<file path="config.mk">
export PLATFORM = sky130hd
export DESIGN_NAME = art_timer_ctrl
export DESIGN_NICKNAME = d
export VERILOG_FILES = /design/src/art_pkg.sv /design/src/art_byte_cnt.sv /design/src/art_timer_ctrl.sv
export VERILOG_INCLUDE_DIRS = /design/src /design/src/src
export SDC_FILE = /design/constraint.sdc
export NUM_CORES = 1
export LEC_CHECK = 0
export ABC_AREA = 0
export BUFFER_PORTS_ARGS = -buffer_cell sky130_fd_sc_hd__buf_2
export CELL_PAD_IN_SITES_DETAIL_PLACEMENT = 0
export CELL_PAD_IN_SITES_GLOBAL_PLACEMENT = 1
export CORE_UTILIZATION = 35
export CTS_CLUSTER_DIAMETER = 100
export DETAILED_ROUTE_END_ITERATION = 8
export PLACE_DENSITY = 0.83
export SLEW_MARGIN = 20
export SYNTH_ARGS = -nofsm -noshare
export SYNTH_HDL_FRONTEND = slang
export SYNTH_SLANG_ARGS = --single-unit
</file>
<file path="constraint.sdc">
create_clock -name sys_clk -period 2.76 [get_ports sys_clk]
set_input_delay 0.828 -clock sys_clk [delete_from_list [all_inputs] [get_ports sys_clk]]
set_output_delay 0.828 -clock sys_clk [all_outputs]
set_load 0.05 [all_outputs]
</file>
<file path="src/art_cfg.svh">
// Constants for the auxiliary auto-reload timer control block
`ifndef ART_CFG_SVH
`define ART_CFG_SVH
`define ART_CTRL_ADDR   8'h91
`define ART_CTRL_RESET  8'h00
`define ART_BIT_HOVF    7
`define ART_BIT_LOVF    6
`define ART_BIT_LIRQEN  5
`define ART_BIT_CAPEN   4
`define ART_BIT_SPLIT   3
`define ART_BIT_RUN     2
`define ART_BIT_UNUSED  1
`define ART_BIT_EXTCLK  0
`define ART_SYS_DIV     12
`define ART_EXT_DIV     8
`endif

</file>
<file path="src/art_pkg.sv">
// Types shared by the auxiliary auto-reload timer control block
package art_pkg;
  typedef struct packed {
    logic       wr;
    logic [7:0] addr;
    logic [7:0] wdata;
  } art_sfr_s;
  typedef struct packed {
    logic        wr;
    logic [15:0] data;
  } art_rld_s;
endpackage

</file>
<file path="src/art_byte_cnt.sv">
// One byte of the auto-reload counter
`timescale 1ns/1ps
module art_byte_cnt #(
  parameter int W = 8
) (
  input  wire logic         sys_clk,
  input  wire logic         reset,
  input  wire logic         tick,
  input  wire logic         reload,
  input  wire logic [W-1:0] reload_val,
  output logic      [W-1:0] cnt_q,
  output logic              wrap
);
  assign wrap = tick & (&cnt_q);

  always_ff @(posedge sys_clk or posedge reset) begin
    if (reset) begin
      cnt_q <= '0;
    end else if (reload) begin
      cnt_q <= reload_val;
    end else if (tick) begin
      cnt_q <= cnt_q + 1'b1;
    end
  end
endmodule

</file>
<file path="src/art_timer_ctrl.sv">
// Auxiliary auto-reload timer with control register and capture
// Notes on behaviour
// [RL1] High overflow flag sets when the upper byte rolls over from 0xff and reloads.
// [RL2] Unsplit, high overflow flag sets when the 16-bit count wraps past 0xffff.
// [RL3] High overflow flag requests an interrupt when interrupts are on.
// [RL4] Overflow flags clear only by software writes, never by hardware.
// [RL5] Low overflow flag sets on every low byte wrap, in any mode.
// [RL6] Low overflow interrupts when its enable and interrupts are on.
// [RL7] Capture copies the count into reload on comparator rising edge.
// [RL8] Each capture requests an interrupt when interrupts are enabled.
// [RL9] Split bit 0 gives one 16-bit timer, 1 gives two 8-bit timers.
// [RL10] In 16-bit mode counting happens only while run is set.
// [RL11] In split mode run gates the upper byte; lower byte always counts.
// [RL12] Bit 1 reads as zero and ignores writes.
// [RL13] Clock is core clock over 12, or synchronised external clock over 8.
// [RL14] Split: external select serves both bytes; per-byte selects remain.
// [RL15] Overflow reloads the counter from reload, per byte when split.
// [RL16] Software writes win over simultaneous hardware updates.
`timescale 1ns/1ps
`include "art_cfg.svh"
module art_timer_ctrl (
  input  wire logic              sys_clk,
  input  wire logic              reset,
  input  wire art_pkg::art_sfr_s sfr_req,
  output logic           [7:0]   sfr_rdata,
  input  wire art_pkg::art_rld_s reload_wr,
  input  wire logic              timer_irq_en,
  input  wire logic              high_byte_clk_sel,
  input  wire logic              low_byte_clk_sel,
  input  wire logic              ext_clk,
  input  wire logic              analog_compare_out,
  output logic           [7:0]   count_high,
  output logic           [7:0]   count_low,
  output logic           [7:0]   reload_high,
  output logic           [7:0]   reload_low,
  output logic                   irq_req
);
  import art_pkg::*;

  // ----------------------------------------------------------------
  // Control register
  // ----------------------------------------------------------------
  logic [7:0] ctrl_q;
  logic       high_ovf_flag;
  logic       low_ovf_flag;
  logic       low_ovf_irq_en;
  logic       cmp_capture_en;
  logic       split_mode_sel;
  logic       run_ctrl;
  logic       ext_clk_sel;
  logic       ctrl_sel;
  logic       ctrl_wr;
  logic       hi_wrap;
  logic       lo_wrap;
  logic       hovf_set;
  logic       lovf_set;
  logic [7:0] ctrl_d;

  assign high_ovf_flag  = ctrl_q[`ART_BIT_HOVF];
  assign low_ovf_flag   = ctrl_q[`ART_BIT_LOVF];
  assign low_ovf_irq_en = ctrl_q[`ART_BIT_LIRQEN];
  assign cmp_capture_en = ctrl_q[`ART_BIT_CAPEN];
  assign split_mode_sel = ctrl_q[`ART_BIT_SPLIT];
  assign run_ctrl       = ctrl_q[`ART_BIT_RUN];
  assign ext_clk_sel    = ctrl_q[`ART_BIT_EXTCLK];
  assign ctrl_sel       = sfr_req.addr == `ART_CTRL_ADDR;
  assign ctrl_wr        = sfr_req.wr & ctrl_sel;

  // Hardware only ever sets the flags; clearing is software's job
  assign hovf_set = hi_wrap; // RL1 RL2 RL4
  assign lovf_set = lo_wrap; // RL5 RL4

  always_comb begin
    ctrl_d = ctrl_q;
    ctrl_d[`ART_BIT_HOVF] = ctrl_q[`ART_BIT_HOVF] | hovf_set;
    ctrl_d[`ART_BIT_LOVF] = ctrl_q[`ART_BIT_LOVF] | lovf_set;
    if (ctrl_wr) begin
      ctrl_d = sfr_req.wdata; // RL16
    end
    ctrl_d[`ART_BIT_UNUSED] = 1'b0; // RL12
  end

  always_ff @(posedge sys_clk or posedge reset) begin
    if (reset) begin
      ctrl_q <= `ART_CTRL_RESET;
    end else begin
      ctrl_q <= ctrl_d;
    end
  end

  // Registered read, one cycle after the address is presented
  always_ff @(posedge sys_clk or posedge reset) begin
    if (reset) begin
      sfr_rdata <= 8'h00;
    end else begin
      sfr_rdata <= ctrl_sel ? ctrl_q : 8'h00; // RL12
    end
  end

  // ----------------------------------------------------------------
  // Synchronisers for pins
  // ----------------------------------------------------------------
  logic [2:0] ext_sync_q;
  logic [2:0] cmp_sync_q;
  logic       ext_rise;
  logic       cmp_rise;

  always_ff @(posedge sys_clk or posedge reset) begin
    if (reset) begin
      ext_sync_q <= 3'h0;
      cmp_sync_q <= 3'h0;
    end else begin
      ext_sync_q <= {ext_sync_q[1:0], ext_clk};
      cmp_sync_q <= {cmp_sync_q[1:0], analog_compare_out};
    end
  end

  // Edge detect looks only past the first stage
  assign ext_rise = ext_sync_q[1] & ~ext_sync_q[2];
  assign cmp_rise = cmp_sync_q[1] & ~cmp_sync_q[2];

  // ----------------------------------------------------------------
  // Clock dividers
  // ----------------------------------------------------------------
  localparam logic [3:0] SYS_LAST = 4'(`ART_SYS_DIV - 1);
  localparam logic [2:0] EXT_LAST = 3'(`ART_EXT_DIV - 1);
  logic [3:0] sys_div_q;
  logic [2:0] ext_div_q;
  logic       sys_tick;
  logic       ext_tick;
  logic       base_tick;

  assign sys_tick = sys_div_q == SYS_LAST;
  assign ext_tick = ext_rise & (ext_div_q == EXT_LAST);

  always_ff @(posedge sys_clk or posedge reset) begin
    if (reset) begin
      sys_div_q <= 4'h0;
      ext_div_q <= 3'h0;
    end else begin
      sys_div_q <= sys_tick ? 4'h0 : sys_div_q + 4'h1; // RL13
      if (ext_rise) begin
        ext_div_q <= ext_div_q + 3'h1; // RL13
      end
    end
  end

  // Synchronising costs up to three core cycles of external-clock skew
  assign base_tick = ext_clk_sel ? ext_tick : sys_tick; // RL13 RL14

  // ----------------------------------------------------------------
  // Counter bytes and reload
  // ----------------------------------------------------------------
  logic       lo_src;
  logic       hi_src;
  logic       lo_tick;
  logic       hi_tick;
  logic       lo_reload;
  logic       hi_reload;
  logic       capture;
  logic [7:0] rld_hi_q;
  logic [7:0] rld_lo_q;

  assign lo_src = low_byte_clk_sel | base_tick; // RL14
  assign hi_src = high_byte_clk_sel | base_tick; // RL14
  // Unsplit, the low byte select clocks the whole 16-bit count
  assign lo_tick = split_mode_sel ? lo_src : (run_ctrl & lo_src); // RL10 RL11
  assign hi_tick = split_mode_sel ? (run_ctrl & hi_src) : lo_wrap; // RL9 RL11
  assign lo_reload = split_mode_sel ? lo_wrap : hi_wrap; // RL15 RL9
  assign hi_reload = hi_wrap; // RL15

  art_byte_cnt #(.W(8)) u_lo (
    .sys_clk    (sys_clk),
    .reset      (reset),
    .tick       (lo_tick),
    .reload     (lo_reload),
    .reload_val (rld_lo_q),
    .cnt_q      (count_low),
    .wrap       (lo_wrap)
  );

  art_byte_cnt #(.W(8)) u_hi (
    .sys_clk    (sys_clk),
    .reset      (reset),
    .tick       (hi_tick),
    .reload     (hi_reload),
    .reload_val (rld_hi_q),
    .cnt_q      (count_high),
    .wrap       (hi_wrap)
  );

  assign capture = cmp_capture_en & cmp_rise; // RL7

  always_ff @(posedge sys_clk or posedge reset) begin
    if (reset) begin
      rld_hi_q <= 8'h00;
      rld_lo_q <= 8'h00;
    end else if (reload_wr.wr) begin
      {rld_hi_q, rld_lo_q} <= reload_wr.data; // RL16
    end else if (capture) begin
      {rld_hi_q, rld_lo_q} <= {count_high, count_low}; // RL7
    end
  end

  assign reload_high = rld_hi_q;
  assign reload_low  = rld_lo_q;

  // ----------------------------------------------------------------
  // Interrupt request
  // ----------------------------------------------------------------
  logic cap_evt_q;

  always_ff @(posedge sys_clk or posedge reset) begin
    if (reset) begin
      cap_evt_q <= 1'b0;
    end else begin
      cap_evt_q <= capture; // RL8
    end
  end

  assign irq_req = timer_irq_en & (high_ovf_flag // RL3
                 | (low_ovf_irq_en & low_ovf_flag) // RL6
                 | cap_evt_q); // RL8
endmodule

</file>
==> results of run 1 <==
## power by group
group	internal, W	switching [W]	leakage (nW)
combinational	0.000121	0.000255	0.920
clock	0.000648	0.000328	0.127
sequential	0.000953	0.0000636	0.764
## cell type report
| class | count | area [um2] | area share, % |
|---|---|---|---|
| repair buffers | 83 | 425.4 | 12.04 |
| inverters | 7 | 26.28 | 0.7434 |
| well taps | 102 | 127.6 | 3.611 |
| clock inverters | 4 | 95.09 | 2.690 |
| clock buffers | 12 | 155.1 | 4.389 |
| multi-input cells | 182 | 1204 | 34.05 |
| flip-flops and latches | 60 | 1501 | 42.48 |
## cell usage in the layout, fill, tap and decap left out, drive strengths merged, types with 2 or more instances in the layout
master	count
a21oi	20
nor2b	3
a21boi	2
mux2	8
buf	83
and3	4
o21ai	28
nor2	17
and4b	2
nand2	30
nand3	4
and2	9
o32a	2
nor3	4
a31oi	3
nand4	3
bufinv	3
a41oi	2
clkbuf	12
ha	5
inv	7
dfrtp	60
xor2	2
a22oi	2
mux2i	18
a22o	2
## logic make-up after synthesis
| family | count (synthesis) | synth area share (%) |
|---|---|---|
| fa+ha+maj | 5 | 2.256 |
| mux | 26 | 9.883 |
| other cells | 1 | 0.1352 |
| compound gates | 67 | 14.80 |
| simple gates | 81 | 15.70 |
| buf+inv | 16 | 2.437 |
| xor+xnor | 2 | 0.6319 |
| flops | 60 | 54.15 |
## cells in the mapped netlist, types with 2 or more instances
cell type                   n
sky130_fd_sc_hd__dfrtp_1   60
sky130_fd_sc_hd__nand2_1   30
sky130_fd_sc_hd__o21ai_0   28
sky130_fd_sc_hd__a21oi_1   20
sky130_fd_sc_hd__mux2i_1   18
sky130_fd_sc_hd__nor2_1    16
sky130_fd_sc_hd__and2_1     8
sky130_fd_sc_hd__clkbuf_1   7
sky130_fd_sc_hd__inv_1      7
sky130_fd_sc_hd__mux2_2     7
sky130_fd_sc_hd__ha_1       5
sky130_fd_sc_hd__nand3_1    4
sky130_fd_sc_hd__nor3_1     4
sky130_fd_sc_hd__a31oi_1    3
sky130_fd_sc_hd__nor2b_1    3
sky130_fd_sc_hd__a21boi_0   2
sky130_fd_sc_hd__a22o_1     2
sky130_fd_sc_hd__a22oi_1    2
sky130_fd_sc_hd__a41oi_1    2
sky130_fd_sc_hd__and3_2     2
sky130_fd_sc_hd__and4b_1    2
sky130_fd_sc_hd__buf_4      2
sky130_fd_sc_hd__xor2_1     2
## path summary, 6_finish.rpt
check | from | endpoint | slack (ns) | cells after the start
max | ext_div_q[0] | ctrl_q[7] | 0.59 | 8
min | ext_sync_q[0] | ext_sync_q[1] | 0.35 | 0
max reg2reg | ext_div_q[0] | ctrl_q[7] | 0.59 | 8
min reg2reg | ext_sync_q[0] | ext_sync_q[1] | 0.35 | 0
max in group asynchronous | reset | reload_low[3] | 1.55 | 3
min in group asynchronous | reset | ext_sync_q[0] | 0.69 | 3
## registers in the layout, indices dropped and copies added (netlist names)
name,count
ext_sync_q,3
sfr_rdata,7
u_lo.cnt_q,8
cmp_sync_q,3
u_hi.cnt_q,8
ext_div_q,3
ctrl_q,7
reload_high,8
cap_evt_q,1
reload_low,8
sys_div_q,4
## per-stage QoR
step           setup WS, ns  hold slack, ns  util, %  area, um2  std cells
6_report             0.5862          0.3483    45.98       3535        450
3_5_place_dp         0.4224          0.3355    42.72       3284        434
4_1_cts              0.5800          0.3497    45.98       3535        450
3_3_place_gp         0.4826          0.3364    42.72       3284        434
2_1_floorplan        0.3966          0.3312        -       2773        258
5_1_grt              0.4004          0.3608    45.98       3535        450
## worst max-delay path, stage by stage (launching register included)
cell and delay (ns):
sky130_fd_sc_hd__dfrtp_1 0.39, sky130_fd_sc_hd__ha_1 0.20, sky130_fd_sc_hd__ha_1 0.17, sky130_fd_sc_hd__and4b_1 0.19, sky130_fd_sc_hd__nor3_1 0.42, sky130_fd_sc_hd__o32ai_4 0.24
sky130_fd_sc_hd__buf_4 0.21, sky130_fd_sc_hd__a21oi_1 0.14, sky130_fd_sc_hd__a21oi_1 0.09
## per-layer routing
| metal | vias to the layer above | share of wire [%] | wire length (um) | track usage, % |
|---|---|---|---|---|
| met4 | 0 | 0.94 | 57 | 6.349 |
| met5 | - | 0 | 0 | 0 |
| met2 | 53 | 47 | 2888 | 24.56 |
| met3 | 7 | 4.5 | 276 | 3.936 |
| met1 | 1065 | 47 | 2873 | 21.94 |
| li1 | 1093 | - | - | - |
==> qor.txt, run 1 <==
SYNTH
----------------------------------------------------------------------------------------
Cell type with the highest aggregate area in the netlist                    sky130_fd_sc_hd__dfrtp_1
Total of flip-flops plus latches after synthesis                                      60
Number of flops mapped to enable cells by yosys                                        0
Fraction of synthesized cell area taken by the top area cell type                 54.15%
Synthesized area per cell                                                      10.75 um2
Number of synthesis warnings                                                           0
Mapped Nets                                                                          304
Gate count after technology mapping                                                  258
Post-synthesis cell area                                                        2773 um2
Flip-flop cell with the highest count after synthesis                       sky130_fd_sc_hd__dfrtp_1
Yosys cell types                                                                      45
Seq/Total Area, Yosys                                                             54.15%
Top cells by area in the synthesized netlist                                sky130_fd_sc_hd__dfrtp_1 (54%), sky130_fd_sc_hd__mux2i_1 (6.5%), sky130_fd_sc_hd__o21ai_0 (5.1%)
Proportion of synthesized flip-flops having asynchronous set or reset             100.0%

TIMING
----------------------------------------------------------------------------------------
Final hold violations                                                                  0
Max-slew violation total from the final report                                         0
Final setup fails                                                                      0
Minimum period implied by the final worst setup slack                           2.174 ns
Slew margin rel.                                                                  49.66%
Final sum of negative setup slack                                                   0 ns
Portion of the clock cycle consumed by the worst path in the final layout         78.76%
Transition at the pin with the smallest max-transition slack                   0.7552 ns
Worst-case clock skew                                                        0.006432 ns
Achievable frequency                                                           460.0 MHz
RSZ-0062 raised after global routing                                                  no

POWER
----------------------------------------------------------------------------------------
Final Power                                                                   0.002369 W
Worst IR drop on VDD                                                         0.0005231 V
Leakage                                                                         1.811 nW
Total power divided by cell area                                            670.3 nW/um2

GLOBAL ROUTE
----------------------------------------------------------------------------------------
Antenna violations before repair                                                       0
Total congestion overflow                                                              0
Vias in the first global route                                                      2099
First-pass GRT wire length                                                      10310 um
Aggregate global-route resource usage                                             16.07%
Maximum number of pins on one net before global-route repair                          61

DRT
----------------------------------------------------------------------------------------
Drt first-iter violations                                                             67
Post-detailed-route DRC marker count                                                   0
Total wirelength of the detailed-routed design                                   6096 um
First-pass DRT Iterations                                                              6
Number of vias per cell after detailed routing                                     4.929
Average routed wire per standard cell                                           13.55 um
Vias                                                                                2218
Antenna Nets Post-Route                                                                0

FLOORPLAN
----------------------------------------------------------------------------------------
Core Box Area                                                                   7687 um2
Die span in x                                                                   91.01 um
Die footprint                                                                   8282 um2
Placement Rows                                                                        32
Initial cell density of the core                                                  36.07%
Number of primary I/O pins                                                            82
Y dimension of the die                                                          91.01 um

CELLS AND AREA
----------------------------------------------------------------------------------------
Fillers                                                                              762
N_diodes                                                                               0
Area growth from synthesis to layout                                              27.48%
Share of post-route cells with drive strength above 1                             33.91%
Final nets                                                                           389

CLOCK NETWORK
----------------------------------------------------------------------------------------
Number of clock buffers inserted by TritonCTS                                          9
CTS HTree Levels                                                                       3
Post CTS Setup Buffer Count                                                            0
Clock transition at path regs                                                    0.06 ns
Worst-Skew Late Latency                                                          0.33 ns
Root cell of the clock tree                                                 sky130_fd_sc_hd__clkbuf_8
Num Clock Sinks                                                                       60
Max Root-Sink Buffers                                                                  2
CTS tree                                                                           built
Total of hold buffers inserted after clock tree synthesis                              0
Post-cts sizing count                                                                  0

SETUP PATH
----------------------------------------------------------------------------------------
Launching element type of the critical path                                         flop
Endpoint type of the worst setup path                                               flop
Maximum net fanout on the critical path                                                7
Worst endpoint required time                                                     2.95 ns
Worst endpoint data arrival time                                                 2.37 ns
Critical path class                                                         flop to flop

JOB
----------------------------------------------------------------------------------------
Number of maximum-capacitance constraint violations                                    0

PLACEMENT
----------------------------------------------------------------------------------------
Total half-perimeter wirelength after legalization and detailed placement        4336 um
Global placer's final weighted congestion                                         0.7186
Quantity of I/O buffers inserted on ports                                             79

HOLD PATH
----------------------------------------------------------------------------------------
Hold WC Path Type                                                           flop to flop

OUTCOME
----------------------------------------------------------------------------------------
Result of the run                                                              completed

Note: power is estimated with default switching activity, not from simulation.
==> run 2, diff against run 1 <==
==> constraint.sdc (replaced) <==
create_clock -name sys_clk -period 2 [get_ports sys_clk]
set_input_delay 0.6 -clock sys_clk [delete_from_list [all_inputs] [get_ports sys_clk]]
set_output_delay 0.6 -clock sys_clk [all_outputs]
set_load 0.05 [all_outputs]
==> qor.txt, run 2 (synthesized netlist as in run 1, its figures left out) <==
CLOCK NETWORK
----------------------------------------------------------------------------------------
Num Clock Sinks                                                                       60   unchanged
Worst-Skew Late Latency                                                          0.34 ns   about the same
CTS tree                                                                           built
Max Root-Sink Buffers                                                                  2   unchanged
Total of hold buffers inserted after clock tree synthesis                              0   unchanged
Root cell of the clock tree                                                 sky130_fd_sc_hd__clkbuf_8
Post CTS Setup Buffer Count                                                            0   unchanged
Clock transition at path regs                                                    0.06 ns   about the same
CTS HTree Levels                                                                       3   unchanged
Number of clock buffers inserted by TritonCTS                                          9   unchanged

CELLS AND AREA
----------------------------------------------------------------------------------------
Final nets                                                                           400   +2.8%
Highest-count cells in the layout ignoring fill and taps                    sky130_fd_sc_hd__buf_2 (79), sky130_fd_sc_hd__dfrtp_1 (55), sky130_fd_sc_hd__nand2_1 (30), sky130_fd_sc_hd__o21ai_0 (28), sky130_fd_sc_hd__a21oi_1 (20)
Most frequent standard cell in the layout excluding fill and tap cells      sky130_fd_sc_hd__buf_2
Share of post-route cells with drive strength above 1                             37.60%   +3.7 points
Area growth from synthesis to layout                                              29.74%
Fillers                                                                              769   +0.92%
N_diodes                                                                               0   unchanged
Total area of multi-input combinational cells                                   1216 um2   +1.0%
Sequential standard cell area                                                   1508 um2   +0.42%

DRT
----------------------------------------------------------------------------------------
Antenna Nets Post-Route                                                                0   unchanged
Post-detailed-route DRC marker count                                                   2   +2
Highest layer used for signal routing                                               met4
First-pass DRT Iterations                                                              8   +2
Met3 Wirelength                                                                   347 um   +26%
Total wirelength of the detailed-routed design                                   5977 um   -2.0%
Average routed wire per standard cell                                           12.97 um   -4.3%
Routed length on met1                                                            2842 um   -1.1%
Number of vias per cell after detailed routing                                     4.941   +0.25%
Routed wire length on met2                                                       2697 um   -6.6%
Drt first-iter violations                                                            128   +91%
Vias                                                                                2278   +2.7%

FLOORPLAN
----------------------------------------------------------------------------------------
Y dimension of the die                                                          91.01 um   unchanged
Die footprint                                                                   8282 um2   unchanged
Initial cell density of the core                                                  36.07%   unchanged
Die span in x                                                                   91.01 um   unchanged
Placement Rows                                                                        32   unchanged
Number of primary I/O pins                                                            82   unchanged
Core Box Area                                                                   7687 um2   unchanged

OUTCOME
----------------------------------------------------------------------------------------
Failing checks                                                                       DRC
Result of the run                                                           finished with violations

TIMING
----------------------------------------------------------------------------------------
Final sum of negative setup slack                                                   0 ns   unchanged
Worst-case clock skew                                                        0.009233 ns   +0.002801 ns
Achievable frequency                                                           528.0 MHz   +15%
Max-slew violation total from the final report                                         0   unchanged
Minimum period implied by the final worst setup slack                           1.894 ns   -0.2799 ns
Final setup fails                                                                      0   unchanged
Post-Route Hold Slack                                                          0.3353 ns   -0.01302 ns
Slew margin rel.                                                                  64.65%   +15 points
Portion of the clock cycle consumed by the worst path in the final layout         94.69%   +16 points
Final hold violations                                                                  0   unchanged
RSZ-0062 raised after global routing                                                 yes
Transition at the pin with the smallest max-transition slack                   0.5295 ns   -0.2256 ns

SETUP PATH
----------------------------------------------------------------------------------------
Internal reg-to-reg setup slack                                                  0.11 ns   -0.48 ns
Maximum net fanout on the critical path                                               14   +7
Worst endpoint data arrival time                                                 2.07 ns   -0.30 ns
Worst endpoint required time                                                     2.18 ns   -0.77 ns
Launching element type of the critical path                                         flop
Critical path class                                                         flop to flop
Endpoint type of the worst setup path                                               flop

GLOBAL ROUTE
----------------------------------------------------------------------------------------
Maximum number of pins on one net before global-route repair                          61   unchanged
First-pass GRT wire length                                                      10320 um   +0.14%
Total congestion overflow                                                              0   unchanged
Vias in the first global route                                                      2142   +2.0%
Antenna violations before repair                                                       0   unchanged
Aggregate global-route resource usage                                             15.82%   -0.25 points

HOLD PATH
----------------------------------------------------------------------------------------
Hold WC Path Type                                                           input port to asynchronous set/reset pin

PLACEMENT
----------------------------------------------------------------------------------------
Quantity of I/O buffers inserted on ports                                             79   unchanged
Total half-perimeter wirelength after legalization and detailed placement        4297 um   -0.89%
Global placer's final weighted congestion                                         0.7951   +11%

POWER
----------------------------------------------------------------------------------------
Total power divided by cell area                                            826.3 nW/um2   +23%
Leakage                                                                         1.835 nW   +1.3%
Worst IR drop on VDD                                                         0.0006400 V   +22%

JOB
----------------------------------------------------------------------------------------
Number of maximum-capacitance constraint violations                                    0   unchanged

==> run 2: cell type report <==
cell class	count	share of cell area (%)
clock buffer	15	5.183
clock inverter	1	0.1391
inverter	7	0.8348
multi-input combinational	182	33.81
sequential	60	41.91
tap	102	3.548
timing repair buffer	94	14.57
==> run 2: routing by layer <==
metal / track usage, % / vias to the layer above
met2: 24.12 / 82
met3: 4.439 / 11
li1: - / 1110
met5: 0 / -
met1: 21.54 / 1075
met4: 5.688 / 0
==> run 2: final timing paths <==
kind / from / to / cells past startpoint
max: ext_div_q[0] / u_lo.cnt_q[4] / 6
min: reset / reload_low[1] / 3
max reg2reg: ext_div_q[0] / u_lo.cnt_q[4] / 6
min reg2reg: ext_sync_q[0] / ext_sync_q[1] / 0
max in group asynchronous: reset / u_hi.cnt_q[3] / 3
min in group sys_clk: ext_sync_q[0] / ext_sync_q[1] / 0
==> run 2: timing repair <==
action / in CTS / in global routing
gates resized for setup: 0 / 3
endpoints found under the hold margin: 0 / 0
endpoints found under the setup margin: 0 / 8
==> run 2: stage by stage <==
step / util, % / cell area [um2] / cells / worst slack, ns / power [W]
2_1_floorplan: - / 2788 / 258 / -0.1088 / 0.001799
3_3_place_gp: 44.16 / 3395 / 445 / 0.09544 / 0.001968
3_5_place_dp: 44.16 / 3395 / 445 / 0.05113 / 0.001980
4_1_cts: 46.65 / 3586 / 461 / 0.03651 / 0.003016
5_1_grt: 46.79 / 3597 / 461 / -0.01904 / 0.003137
6_report: 46.79 / 3597 / 461 / 0.1061 / 0.002972
==> run 2: worst max-delay path, stage by stage, from the launching register on <==
cell and delay, ns:
sky130_fd_sc_hd__dfrtp_1 0.39, sky130_fd_sc_hd__ha_1 0.20, sky130_fd_sc_hd__ha_1 0.16, sky130_fd_sc_hd__and4b_1 0.19, sky130_fd_sc_hd__o32a_1 0.48, sky130_fd_sc_hd__a31oi_1 0.25
sky130_fd_sc_hd__a41oi_1 0.07
==> run 2: power breakdown <==
part	switching [W]	internal, W
clock network	0.000436	0.000584
logic	0.000361	0.000188
registers	0.0000831	0.00132
